**src/inc/xie_regs.svh**
```systemverilog
// Register offsets, bit positions and reset values of the extended
// interrupt enable block.
// Assumes byte-wide special-function registers on an 8-bit address.
`ifndef XIE_REGS_SVH
`define XIE_REGS_SVH

`define XIE_ADDR_W 8
`define XIE_DATA_W 8

`define XIE_OFF_FIRST_MASK 8'he6
`define XIE_OFF_SECOND_MASK 8'he7
`define XIE_OFF_STAT_FIRST 8'he8
`define XIE_OFF_STAT_SECOND 8'he9
`define XIE_OFF_CLR_FIRST 8'hea
`define XIE_OFF_CLR_SECOND 8'heb
`define XIE_OFF_EN_FIRST 8'hec
`define XIE_OFF_EN_SECOND 8'hed
`define XIE_OFF_RAW_FIRST 8'hee
`define XIE_OFF_RAW_SECOND 8'hef

`define XIE_RST_MASK 8'h00
`define XIE_RST_STAT 8'h00
`define XIE_RST_EN 8'h00
`define XIE_UNMAPPED_RD 8'h00

`define XIE_BIT_CMP1_RISE 7
`define XIE_BIT_CMP1_FALL 6
`define XIE_BIT_CMP0_RISE 5
`define XIE_BIT_CMP0_FALL 4
`define XIE_BIT_COUNTER_ARRAY 3
`define XIE_BIT_ADC_WINDOW 2
`define XIE_BIT_SYSMGMT_BUS 1
`define XIE_BIT_SERIAL_PERIPH 0

`define XIE_BIT_OSC_VALID 7
`define XIE_BIT_SECOND_UART 6
`define XIE_BIT_EXT_PIN_SEVEN 5
`define XIE_BIT_EXT_PIN_SIX 4
`define XIE_BIT_FAST_ADC_DONE 3
`define XIE_BIT_TIMER_FOUR 2
`define XIE_BIT_MAIN_ADC_DONE 1
`define XIE_BIT_TIMER_THREE 0

`endif

```
**src/inc/xie_pkg.sv**
```systemverilog
// Types shared by the extended interrupt enable block.
// Assumes xie_regs.svh is on the include path.
`include "xie_regs.svh"

package xie_pkg;

  typedef logic [`XIE_ADDR_W-1:0] xie_addr_t;
  typedef logic [`XIE_DATA_W-1:0] xie_byte_t;

  // Sources gated by the first mask register, msb first.
  typedef struct packed {
    logic cmp1_rise;
    logic cmp1_fall;
    logic cmp0_rise;
    logic cmp0_fall;
    logic counter_array;
    logic adc_window;
    logic sysmgmt_bus;
    logic serial_periph;
  } xie_first_src_t;

  // Sources gated by the second mask register, msb first.
  typedef struct packed {
    logic oscillator_valid_flag;
    logic second_uart;
    logic ext_pin_seven;
    logic ext_pin_six;
    logic fast_adc_done;
    logic timer_four;
    logic main_adc_done;
    logic timer_three_overflow_flag;
  } xie_second_src_t;

  typedef struct packed {
    xie_addr_t addr;
    xie_byte_t wdata;
    logic wr;
    logic rd;
  } xie_bus_t;

endpackage

```
**src/xie_mask_gate.sv**
```systemverilog
// Per-bit gate of one byte of interrupt requests by its enable bits.
// Assumes requests and enables come from logic on the same clock.
`timescale 1ns/10ps

module xie_mask_gate (
  input wire logic [7:0] req_i, // raw source requests
  input wire logic [7:0] mask_i, // enable bits, one passes
  output logic [7:0] pass_o // requests let through
);

  // ==========================================================
  // Gating.
  // ==========================================================
  // Only the path to the core is gated; the source flag is untouched.
  genvar g;
  generate
    for (g = 0; g < 8; g++) begin : g_bit
      assign pass_o[g] = req_i[g] & mask_i[g];
    end
  endgenerate

endmodule // xie_mask_gate

```
**src/xie_event_bank.sv**
```systemverilog
// Sticky event bits: a rising edge of a passed request sets a bit,
// a one-cycle clear pulse clears it, and a set in the same cycle wins.
// Assumes inputs come from logic on clk_sys_i.
`timescale 1ns/10ps
`include "xie_regs.svh"

module xie_event_bank (
  input wire logic clk_sys_i, // system clock
  input wire logic rst_b_i, // synchronous reset, active low
  input wire logic [7:0] req_i, // passed requests
  input wire logic [7:0] clr_i, // clear pulse, one per bit
  output logic [7:0] stat_o // sticky status
);

  logic [7:0] req_prev;
  logic [7:0] next_stat;

  always_ff @(posedge clk_sys_i) begin
    if (!rst_b_i) begin
      req_prev <= 8'h00;
    end else begin
      req_prev <= req_i;
    end
  end

  // ==========================================================
  // Set wins over clear.
  // ==========================================================
  genvar g;
  generate
    for (g = 0; g < 8; g++) begin : g_bit
      assign next_stat[g] = (req_i[g] & ~req_prev[g]) |
                            (stat_o[g] & ~clr_i[g]);
    end
  endgenerate

  always_ff @(posedge clk_sys_i) begin
    if (!rst_b_i) begin
      stat_o <= `XIE_RST_STAT;
    end else begin
      stat_o <= next_stat;
    end
  end

endmodule // xie_event_bank

```
**src/xie_top.sv**
```systemverilog
// Extended interrupt enable: two mask registers that pass or block each
// extended interrupt source on its way to the core's interrupt logic,
// plus sticky event status with its own enable and interrupt line.
// Assumes all sources and the register port run on clk_sys_i (10 MHz).
//
// Our own choice: the strobed register port.
`timescale 1ns/10ps
`include "xie_regs.svh"

// What this block does
// - First mask bits 7..4 gate comparator edges.
// - First mask bit 3 gates counter array.
// - Second mask bit 5 gates pin seven.
// - Second mask bit 4 gates pin six.
// - Second mask bit 0 gates timer three overflow.
// - Second mask bit 7 gates oscillator valid.
module xie_top (
  input wire logic clk_sys_i, // system clock, 10 MHz
  input wire logic rst_b_i, // synchronous reset, active low
  input wire logic [7:0] addr_i, // register address
  input wire logic [7:0] wdata_i, // register write data
  input wire logic wr_i, // write strobe
  input wire logic rd_i, // read strobe
  output logic [7:0] rdata_o, // read data, cycle after rd_i
  input wire xie_pkg::xie_first_src_t first_src_i, // raw requests, set 1
  input wire xie_pkg::xie_second_src_t second_src_i, // raw requests, set 2
  output xie_pkg::xie_first_src_t first_req_o, // gated requests, set 1
  output xie_pkg::xie_second_src_t second_req_o, // gated requests, set 2
  output logic [7:0] first_mask_o, // first mask register
  output logic [7:0] second_mask_o, // second mask register
  output logic irq_o // level interrupt of sticky events
);

  // ==========================================================
  // Address decode.
  // ==========================================================
  // The same compare is used for writes, reads and clears.
  function automatic logic xie_hit(
    input logic [7:0] addr,
    input logic [7:0] offset
  );
    xie_hit = (addr == offset);
  endfunction

  xie_pkg::xie_bus_t bus;

  assign bus.addr = addr_i;
  assign bus.wdata = wdata_i;
  assign bus.wr = wr_i;
  assign bus.rd = rd_i;

  logic wr_first_mask;
  logic wr_second_mask;
  logic wr_clr_first;
  logic wr_clr_second;
  logic wr_en_first;
  logic wr_en_second;

  assign wr_first_mask = bus.wr & xie_hit(bus.addr, `XIE_OFF_FIRST_MASK);
  assign wr_second_mask = bus.wr &
                          xie_hit(bus.addr, `XIE_OFF_SECOND_MASK);
  assign wr_clr_first = bus.wr & xie_hit(bus.addr, `XIE_OFF_CLR_FIRST);
  assign wr_clr_second = bus.wr & xie_hit(bus.addr, `XIE_OFF_CLR_SECOND);
  assign wr_en_first = bus.wr & xie_hit(bus.addr, `XIE_OFF_EN_FIRST);
  assign wr_en_second = bus.wr & xie_hit(bus.addr, `XIE_OFF_EN_SECOND);

  // ==========================================================
  // First mask register.
  // ==========================================================
  logic [7:0] first_extended_irq_mask;

  always_ff @(posedge clk_sys_i) begin
    if (!rst_b_i) begin
      first_extended_irq_mask <= `XIE_RST_MASK;
    end else if (wr_first_mask) begin
      first_extended_irq_mask <= bus.wdata;
    end
  end

  // Named views of the first mask.
  logic cmp1_rise_irq_on;
  logic cmp1_fall_irq_on;
  logic cmp0_rise_irq_on;
  logic cmp0_fall_irq_on;
  logic counter_array_irq_on;
  logic adc_window_irq_on;
  logic sysmgmt_bus_irq_on;
  logic serial_periph_irq_on;

  assign cmp1_rise_irq_on =
    first_extended_irq_mask[`XIE_BIT_CMP1_RISE];
  assign cmp1_fall_irq_on =
    first_extended_irq_mask[`XIE_BIT_CMP1_FALL];
  assign cmp0_rise_irq_on =
    first_extended_irq_mask[`XIE_BIT_CMP0_RISE];
  assign cmp0_fall_irq_on =
    first_extended_irq_mask[`XIE_BIT_CMP0_FALL];
  assign counter_array_irq_on =
    first_extended_irq_mask[`XIE_BIT_COUNTER_ARRAY];
  assign adc_window_irq_on =
    first_extended_irq_mask[`XIE_BIT_ADC_WINDOW];
  assign sysmgmt_bus_irq_on =
    first_extended_irq_mask[`XIE_BIT_SYSMGMT_BUS];
  assign serial_periph_irq_on =
    first_extended_irq_mask[`XIE_BIT_SERIAL_PERIPH];

  // ==========================================================
  // Second mask register.
  // ==========================================================
  logic [7:0] second_extended_irq_mask;

  always_ff @(posedge clk_sys_i) begin
    if (!rst_b_i) begin
      second_extended_irq_mask <= `XIE_RST_MASK;
    end else if (wr_second_mask) begin
      second_extended_irq_mask <= bus.wdata;
    end
  end

  // Named views of the second mask.
  logic osc_valid_irq_on;
  logic second_uart_irq_on;
  logic ext_pin_seven_irq_on;
  logic ext_pin_six_irq_on;
  logic fast_adc_done_irq_on;
  logic timer_four_irq_on;
  logic main_adc_done_irq_on;
  logic timer_three_irq_on;

  assign osc_valid_irq_on =
    second_extended_irq_mask[`XIE_BIT_OSC_VALID];
  assign second_uart_irq_on =
    second_extended_irq_mask[`XIE_BIT_SECOND_UART];
  assign ext_pin_seven_irq_on =
    second_extended_irq_mask[`XIE_BIT_EXT_PIN_SEVEN];
  assign ext_pin_six_irq_on =
    second_extended_irq_mask[`XIE_BIT_EXT_PIN_SIX];
  assign fast_adc_done_irq_on =
    second_extended_irq_mask[`XIE_BIT_FAST_ADC_DONE];
  assign timer_four_irq_on =
    second_extended_irq_mask[`XIE_BIT_TIMER_FOUR];
  assign main_adc_done_irq_on =
    second_extended_irq_mask[`XIE_BIT_MAIN_ADC_DONE];
  assign timer_three_irq_on =
    second_extended_irq_mask[`XIE_BIT_TIMER_THREE];

  // ==========================================================
  // Assembly of the enable words in bit order.
  // ==========================================================
  // The mask words are rebuilt from the named views so that each
  // source is tied to its documented bit in one visible place.
  logic [7:0] first_gate;
  logic [7:0] second_gate;

  always_comb begin
    first_gate = 8'h00;
    first_gate[`XIE_BIT_CMP1_RISE] = cmp1_rise_irq_on;
    first_gate[`XIE_BIT_CMP1_FALL] = cmp1_fall_irq_on;
    first_gate[`XIE_BIT_CMP0_RISE] = cmp0_rise_irq_on;
    first_gate[`XIE_BIT_CMP0_FALL] = cmp0_fall_irq_on;
    first_gate[`XIE_BIT_COUNTER_ARRAY] = counter_array_irq_on;
    first_gate[`XIE_BIT_ADC_WINDOW] = adc_window_irq_on;
    first_gate[`XIE_BIT_SYSMGMT_BUS] = sysmgmt_bus_irq_on;
    first_gate[`XIE_BIT_SERIAL_PERIPH] = serial_periph_irq_on;
  end

  always_comb begin
    second_gate = 8'h00;
    second_gate[`XIE_BIT_OSC_VALID] = osc_valid_irq_on;
    second_gate[`XIE_BIT_SECOND_UART] = second_uart_irq_on;
    second_gate[`XIE_BIT_EXT_PIN_SEVEN] = ext_pin_seven_irq_on;
    second_gate[`XIE_BIT_EXT_PIN_SIX] = ext_pin_six_irq_on;
    second_gate[`XIE_BIT_FAST_ADC_DONE] = fast_adc_done_irq_on;
    second_gate[`XIE_BIT_TIMER_FOUR] = timer_four_irq_on;
    second_gate[`XIE_BIT_MAIN_ADC_DONE] = main_adc_done_irq_on;
    second_gate[`XIE_BIT_TIMER_THREE] = timer_three_irq_on;
  end

  // ==========================================================
  // Request gating.
  // ==========================================================
  // The gate is combinational so a request reaches the core in the
  // same cycle as its flag; adding a stage would delay every vector.
  logic [7:0] first_raw;
  logic [7:0] second_raw;
  logic [7:0] first_pass;
  logic [7:0] second_pass;

  // Raw words are built field by field from the source structs, so a
  // reordering of a struct cannot silently move a source onto another
  // mask bit. The raw words also feed the read-back views, which show
  // the flags before any mask.
  always_comb begin
    first_raw = 8'h00;
    first_raw[`XIE_BIT_CMP1_RISE] = first_src_i.cmp1_rise;
    first_raw[`XIE_BIT_CMP1_FALL] = first_src_i.cmp1_fall;
    first_raw[`XIE_BIT_CMP0_RISE] = first_src_i.cmp0_rise;
    first_raw[`XIE_BIT_CMP0_FALL] = first_src_i.cmp0_fall;
    first_raw[`XIE_BIT_COUNTER_ARRAY] = first_src_i.counter_array;
    first_raw[`XIE_BIT_ADC_WINDOW] = first_src_i.adc_window;
    first_raw[`XIE_BIT_SYSMGMT_BUS] = first_src_i.sysmgmt_bus;
    first_raw[`XIE_BIT_SERIAL_PERIPH] = first_src_i.serial_periph;
  end

  always_comb begin
    second_raw = 8'h00;
    second_raw[`XIE_BIT_OSC_VALID] = second_src_i.oscillator_valid_flag;
    second_raw[`XIE_BIT_SECOND_UART] = second_src_i.second_uart;
    second_raw[`XIE_BIT_EXT_PIN_SEVEN] = second_src_i.ext_pin_seven;
    second_raw[`XIE_BIT_EXT_PIN_SIX] = second_src_i.ext_pin_six;
    second_raw[`XIE_BIT_FAST_ADC_DONE] = second_src_i.fast_adc_done;
    second_raw[`XIE_BIT_TIMER_FOUR] = second_src_i.timer_four;
    second_raw[`XIE_BIT_MAIN_ADC_DONE] = second_src_i.main_adc_done;
    second_raw[`XIE_BIT_TIMER_THREE] = second_src_i.timer_three_overflow_flag;
  end

  xie_mask_gate u_first_gate (
    .req_i (first_raw),
    .mask_i (first_gate),
    .pass_o (first_pass)
  );

  xie_mask_gate u_second_gate (
    .req_i (second_raw),
    .mask_i (second_gate),
    .pass_o (second_pass)
  );

  assign first_req_o = first_pass;
  assign second_req_o = second_pass;
  assign first_mask_o = first_extended_irq_mask;
  assign second_mask_o = second_extended_irq_mask;

  // ==========================================================
  // Sticky event status.
  // ==========================================================
  // An event is the rising edge of a request after the mask, so a
  // masked source leaves no trace here.
  logic [7:0] clr_first;
  logic [7:0] clr_second;
  logic [7:0] stat_first;
  logic [7:0] stat_second;

  assign clr_first = wr_clr_first ? bus.wdata : 8'h00;
  assign clr_second = wr_clr_second ? bus.wdata : 8'h00;

  xie_event_bank u_first_events (
    .clk_sys_i (clk_sys_i),
    .rst_b_i (rst_b_i),
    .req_i (first_pass),
    .clr_i (clr_first),
    .stat_o (stat_first)
  );

  xie_event_bank u_second_events (
    .clk_sys_i (clk_sys_i),
    .rst_b_i (rst_b_i),
    .req_i (second_pass),
    .clr_i (clr_second),
    .stat_o (stat_second)
  );

  // ==========================================================
  // Event enables and interrupt line.
  // ==========================================================
  // Enables only select which sticky bits drive irq_o.
  logic [7:0] evt_en_first;
  logic [7:0] evt_en_second;

  always_ff @(posedge clk_sys_i) begin
    if (!rst_b_i) begin
      evt_en_first <= `XIE_RST_EN;
    end else if (wr_en_first) begin
      evt_en_first <= bus.wdata;
    end
  end

  always_ff @(posedge clk_sys_i) begin
    if (!rst_b_i) begin
      evt_en_second <= `XIE_RST_EN;
    end else if (wr_en_second) begin
      evt_en_second <= bus.wdata;
    end
  end

  // Level output; it drops in the cycle after the last enabled bit
  // is cleared or disabled.
  assign irq_o = |(stat_first & evt_en_first) |
                 |(stat_second & evt_en_second);

  // ==========================================================
  // Read path.
  // ==========================================================
  // Clear registers are write-only and read as zero, as do unmapped
  // addresses.  Raw views show the unmasked source flags.
  logic [7:0] next_rdata;

  always_comb begin
    next_rdata = `XIE_UNMAPPED_RD;
    case (1'b1)
      xie_hit(bus.addr, `XIE_OFF_FIRST_MASK): begin
        next_rdata = first_extended_irq_mask;
      end
      xie_hit(bus.addr, `XIE_OFF_SECOND_MASK): begin
        next_rdata = second_extended_irq_mask;
      end
      xie_hit(bus.addr, `XIE_OFF_STAT_FIRST): begin
        next_rdata = stat_first;
      end
      xie_hit(bus.addr, `XIE_OFF_STAT_SECOND): begin
        next_rdata = stat_second;
      end
      xie_hit(bus.addr, `XIE_OFF_EN_FIRST): begin
        next_rdata = evt_en_first;
      end
      xie_hit(bus.addr, `XIE_OFF_EN_SECOND): begin
        next_rdata = evt_en_second;
      end
      xie_hit(bus.addr, `XIE_OFF_RAW_FIRST): begin
        next_rdata = first_raw;
      end
      xie_hit(bus.addr, `XIE_OFF_RAW_SECOND): begin
        next_rdata = second_raw;
      end
      default: begin
        next_rdata = `XIE_UNMAPPED_RD;
      end
    endcase
  end

  // Read data stand only in the cycle after the strobe, zero otherwise.
  // Driving zero when idle lets several slaves share an OR-ed bus.
  always_ff @(posedge clk_sys_i) begin
    if (!rst_b_i) begin
      rdata_o <= 8'h00;
    end else if (bus.rd) begin
      rdata_o <= next_rdata;
    end else begin
      rdata_o <= 8'h00;
    end
  end

endmodule // xie_top

```
**config.mk**
```make
export PLATFORM = sky130hd
export DESIGN_NAME = xie_top
export DESIGN_NICKNAME = d
export VERILOG_FILES = /design/src/inc/xie_pkg.sv /design/src/xie_mask_gate.sv /design/src/xie_event_bank.sv /design/src/xie_top.sv
export VERILOG_INCLUDE_DIRS = /design/src /design/src/inc
export SDC_FILE = /design/constraint.sdc
export NUM_CORES = 1
export LEC_CHECK = 0
export ABC_CLOCK_PERIOD_IN_PS = 3000
export BUFFER_PORTS_ARGS = -buffer_cell sky130_fd_sc_hd__buf_2
export CAP_MARGIN = 20
export CORE_MARGIN = 1
export CORE_UTILIZATION = 51
export CTS_BUF_LIST = sky130_fd_sc_hd__clkbuf_16
export CTS_CLUSTER_DIAMETER = 30
export CTS_CLUSTER_SIZE = 25
export DETAILED_ROUTE_END_ITERATION = 8
export HOLD_SLACK_MARGIN = 0.15
export PLACE_DENSITY = 0.73
export SYNTH_ARGS = -nofsm -noshare
export SYNTH_HDL_FRONTEND = slang
export SYNTH_SLANG_ARGS = --single-unit
```
**constraint.sdc**
```tcl
create_clock -name clk_sys_i -period 3 [get_ports clk_sys_i]
set_input_delay 0.9 -clock clk_sys_i [delete_from_list [all_inputs] [get_ports clk_sys_i]]
set_output_delay 0.9 -clock clk_sys_i [all_outputs]
set_load 0.005 [all_outputs]
```
== Word level (Yosys, flattened, before mapping) ==
Index checks and enable logic that the tools add are counted.
Widths: inputs -> output; s select.

* Output and inout port bits: 41
* Register bits after elaboration: 72
* Input bits: 36
* Word-level logic and storage cells: 137

* Bitwise gates (word level): 105
* Equal/unequal tests: 10
* Reduce and logical (&&, ||, !) cells: 3
* Multiplexer cells: 10

{| class="wikitable"
|+ Operators by type and width
! operator !! number
|-
| $eq 8x8->1 const B || 10
|-
| $mux 8 || 10
|-
| $and 1x1->1 || 54
|-
| $not 1->1 || 32
|-
| $or 1x1->1 || 17
|-
| $and 8x8->8 || 2
|-
| $reduce_or 8->1 || 2
|-
| $reduce_and 2->1 || 1
|}

== Depth between registers and ports, before layout ==
* Depth in word-level cells: 9
* Gate-level depth with buffers: 6
* Gate-level depth less buffers: 4

== Modules after synthesis ==
Synthesis repeated with hierarchy kept, for this count alone.

* Cells, all modules: 351
* Area total of the unflattened synthesis: 3457.1 µm²

{| class="wikitable"
|+ Modules (own cells, without submodules)
! module !! seq. area each (µm²) !! cells an instance !! area each (µm²) !! instances
|-
| xie_top || 800.8 || 237 || 2238.4 || 1
|-
| xie_event_bank || 320.3 || 49 || 559.3 || 2
|-
| xie_mask_gate || 0.0 || 8 || 50.0 || 2
|}

== Worst setup path before layout ==
Ideal clock, no wire load.

* Path type: input port to flip-flop
* From: in addr_i[1]
* To: reg rdata_o[7]
* Stages on the path: 5
* Data arrival time: 2.051 ns
* Data required time: 2.881 ns
* Path slack: 0.830 ns
* Buffers on the path: 1
* Path through: or4b_1 -> clkbuf_1 -> o211ai_1 -> a221oi_1 -> o221a_1

* Longest elaborated chain between the ends: 9

{| class="wikitable"
|+ Ends and longest elaborated chain
! what !! RTL line !! RTL
|-
| from (decl) || xie_top.sv:20 || <nowiki>input wire logic [7:0] addr_i,</nowiki>
|-
| $eq 8x8->1 || xie_top.sv:42 || <nowiki>xie_hit = (addr == offset);</nowiki>
|-
| $mux 8 (7 in a row) || xie_top.sv:300 || <nowiki>case (1'b1)</nowiki>
|-
| $mux 8 * || xie_top.sv:300 ||
|-
| to (signal assigned) || xie_top.sv:337 || <nowiki>rdata_o <= next_rdata;</nowiki>
|-
| to (decl) || xie_top.sv:24 || <nowiki>output logic [7:0] rdata_o,</nowiki>
|}

Mark *: on every way between the ends. The rest lies on a longest branch, timed or not.
A chain may end at the register's enable or synchronous reset.

== Worst setup path after layout ==
* From: reg u_second_events.stat_o[4]
* To: out irq_o

* Longest elaborated chain between the ends: 3

{| class="wikitable"
|+ Ends and longest elaborated chain
! what !! RTL line !! RTL
|-
| from (decl) || xie_event_bank.sv:12 || <nowiki>output logic [7:0] stat_o</nowiki>
|-
| from (signal assigned) || xie_event_bank.sv:39 || <nowiki>stat_o <= `XIE_RST_STAT;</nowiki>
|-
| from (signal assigned) || xie_event_bank.sv:41 || <nowiki>stat_o <= next_stat;</nowiki>
|-
| $and 8x8->8 || xie_top.sv:289 || <nowiki>|(stat_second & evt_en_second);</nowiki>
|-
| $reduce_or 8->1 || xie_top.sv:289 ||
|-
| $or 1x1->1 || xie_top.sv:289 ||
|-
| to (decl) || xie_top.sv:31 || <nowiki>output logic irq_o</nowiki>
|}

Every way passes these cells.

==> results.toml <==
[run_status]
outcome = "finished, violations left"
violations = "design-rule violations"

[grt]
grt_start_max_net_pins = 65
grt_pass1_vias = 2941
grtUsageTotal = 0.269
gr-total-overflow = 0
grt_pass1_wl_microns = 14800
antenna_found_initial = 0

[cells_and_area]
fin_nets = 472
fillers = 549
antenna_cells = 0
seq_area_sq_um = 1440
drive_above_1_share = 0.283
finalCoreUtilization = 0.660
syn2layout_area_growth_pct = 23.1
multiInputGateArea_sq_um = 1900

[sta]
finalCritPeriodShare = 0.799
skew_ns = 0.00600
holdWs_ns = 0.486
relSlewSlack = 0.633
period_minus_slack_ns = 2.40
slew_violations = 0
finalSetupTns_ns = 0
worstMarginPinSlew_ns = 0.550
rsz0062_at_grt = "false"
timing_hold_violations_final = 0
timing.fmax_mhz = 417
setup_viol = 0

[synthesis]
synth.largest_area_cell = "dfxtp_1"
yosysTopAreaCellShare = 0.416
yosys_warnings = 0
yosys-top-cells-count = "dfxtp_1 (72), nor2b_1 (40), nand2_1 (27)"
synth_cells = 357
ys_ff_latch = 72
synthArstFlopShare = 0
yosysSeqAreaShare = 0.416
syn_area_per_cell_sq_um = 9.71
yosys_most_used_dff = "dfxtp_1"
synthTopCellsByArea = "dfxtp_1 (42%), nor2b_1 (7.2%), mux2i_1 (6.9%), mux2_2 (5.2%), a21boi_0 (5.0%)"
netlist_area_sq_um = 3470
yosysMostFrequentCell = "dfxtp_1"
yosysUniqueCellTypes = 32
synth_nets = 393
synth_edf_count = 0

[drt]
first_iter_violations = 162
drt_first_pass_iters = 7
wirelength_microns = 9140
drc = 7
routedWlPerCell_microns = 17.6
antenna_left = 0
vias_per_cell = 5.83
vias = 3022

[clocking]
cts.clk_slew.worst_paths_ns = 0.06
numCtsBuffers = 9
h-tree-depth = 3
clock_latency_ns = 0.33
cts_root_buffer = "clkbuf_16"
clkSinkCount = 72
cts_hold_buf = 0
cts_resized = 0
clock_path_buffers = 2
postCtsSetupBuffers = 0
cts_tree = "built"

[placement]
dp_hpwl_microns = 6190
place.port_buffers = 76
routabilityCongestion = 1.00

[die]
floorplan.initialDensity = 0.537
die-area_sq_um = 7130
dieWidth_microns = 84.4
rows = 29
ios = 77
fp.dieH_microns = 84.4
core_area_sq_um = 6460

[worst_setup_path]
cp-end-kind = "primary output"
crit_required_ns = 2.10
crit_type = "flop to primary output"
worstPathArrival_ns = 1.50
cp_slowest_cell = "dfxtp_1"
path_cells = "a22o_1 > a221oi_1 > nand4_1 > buf_2"
startpoint_type = "flop"
critPathMaxFanout = 4
worst_path_largest_cell_delay_ns = 0.35

[min_path]
hold_class = "flop to flop"

[pwr]
p_per_area_nw_per_um2 = 521
ir_worst_vdd_uv = 320
p_leak_nw = 1.76
p_total_w = 0.00222

[job]
drv_cap = 0
report_power, final:
part	leakage, nW	internal (W)	switching (W)
clock network	0.154	0.000729	0.000405
registers	0.580	0.000957	0.000000813
logic	1.02	0.0000491	0.0000831
layer usage:
metal,track usage,wire length (microns)
met1,0.354,4170
met2,0.436,4300
met3,0.0413,493
met4,0.123,167
met5,0,0
per-stage QoR:
step	instance area (sq um)	setup slack (ns)	instances
floorplan	3470	0.830	357
global placement	3950	0.401	502
detailed placement	3950	0.380	502
CTS	4270	0.614	518
global route	4270	0.566	518
finish	4270	0.602	518
cell families (layout without fill, tap and decap cells):
logic type | after synthesis | after routing | share of synthesized area
AND/OR/NAND/NOR | 119 | 119 | 0.220
flip-flops | 72 | 72 | 0.416
buffers and inverters | 30 | 114 | 0.0347
multiplexers | 40 | 40 | 0.121
AO/OA/AOI/OAI | 96 | 96 | 0.208
area by class of cell:
cell class / instances / area share
well taps: 77 / 0.0226
repair buffers: 87 / 0.109
clock inverters: 7 / 0.0220
clock buffers: 9 / 0.0528
inverters: 11 / 0.00968
multi-input cells: 255 / 0.446
flip-flops and latches: 72 / 0.338
cells in the final DEF (no fill, tap or decap), types with 4 or more instances in the layout:
master,count
buf_2,76
dfxtp_1,72
nor2b_1,40
nand2_1,27
mux2i_1,24
a21boi_0,23
and2_1,18
o21a_1,16
and3_1,16
mux2_2,16
a221oi_1,12
inv_1,11
buf_4,11
clkbuf_16,9
o21ai_0,8
o22ai_1,8
o211ai_1,8
a21oi_1,8
o221a_1,8
a22o_1,4
nand2b_1,4
worst max-delay path, delay by kind of cell, from the launching register on:
kind	cells	cell delay, ns
AO/OA/AOI/OAI	2	0.50
AND/OR/NAND/NOR	1	0.15
flip-flops	1	0.35
buffers and inverters	1	0.16
worst paths after layout:
| path | from | to | slack [ns] | cells after the start |
|---|---|---|---|---|
| max reg2reg | u_second_events.stat_o[4] | rdata_o[4] | 1.68 | 4 |
| max | u_second_events.stat_o[4] | irq_o | 0.60 | 4 |
| min | evt_en_first[2] | evt_en_first[2] | 0.49 | 2 |
| min reg2reg | evt_en_first[2] | evt_en_first[2] | 0.49 | 2 |
Note: power is estimated with default switching activity, not from simulation.
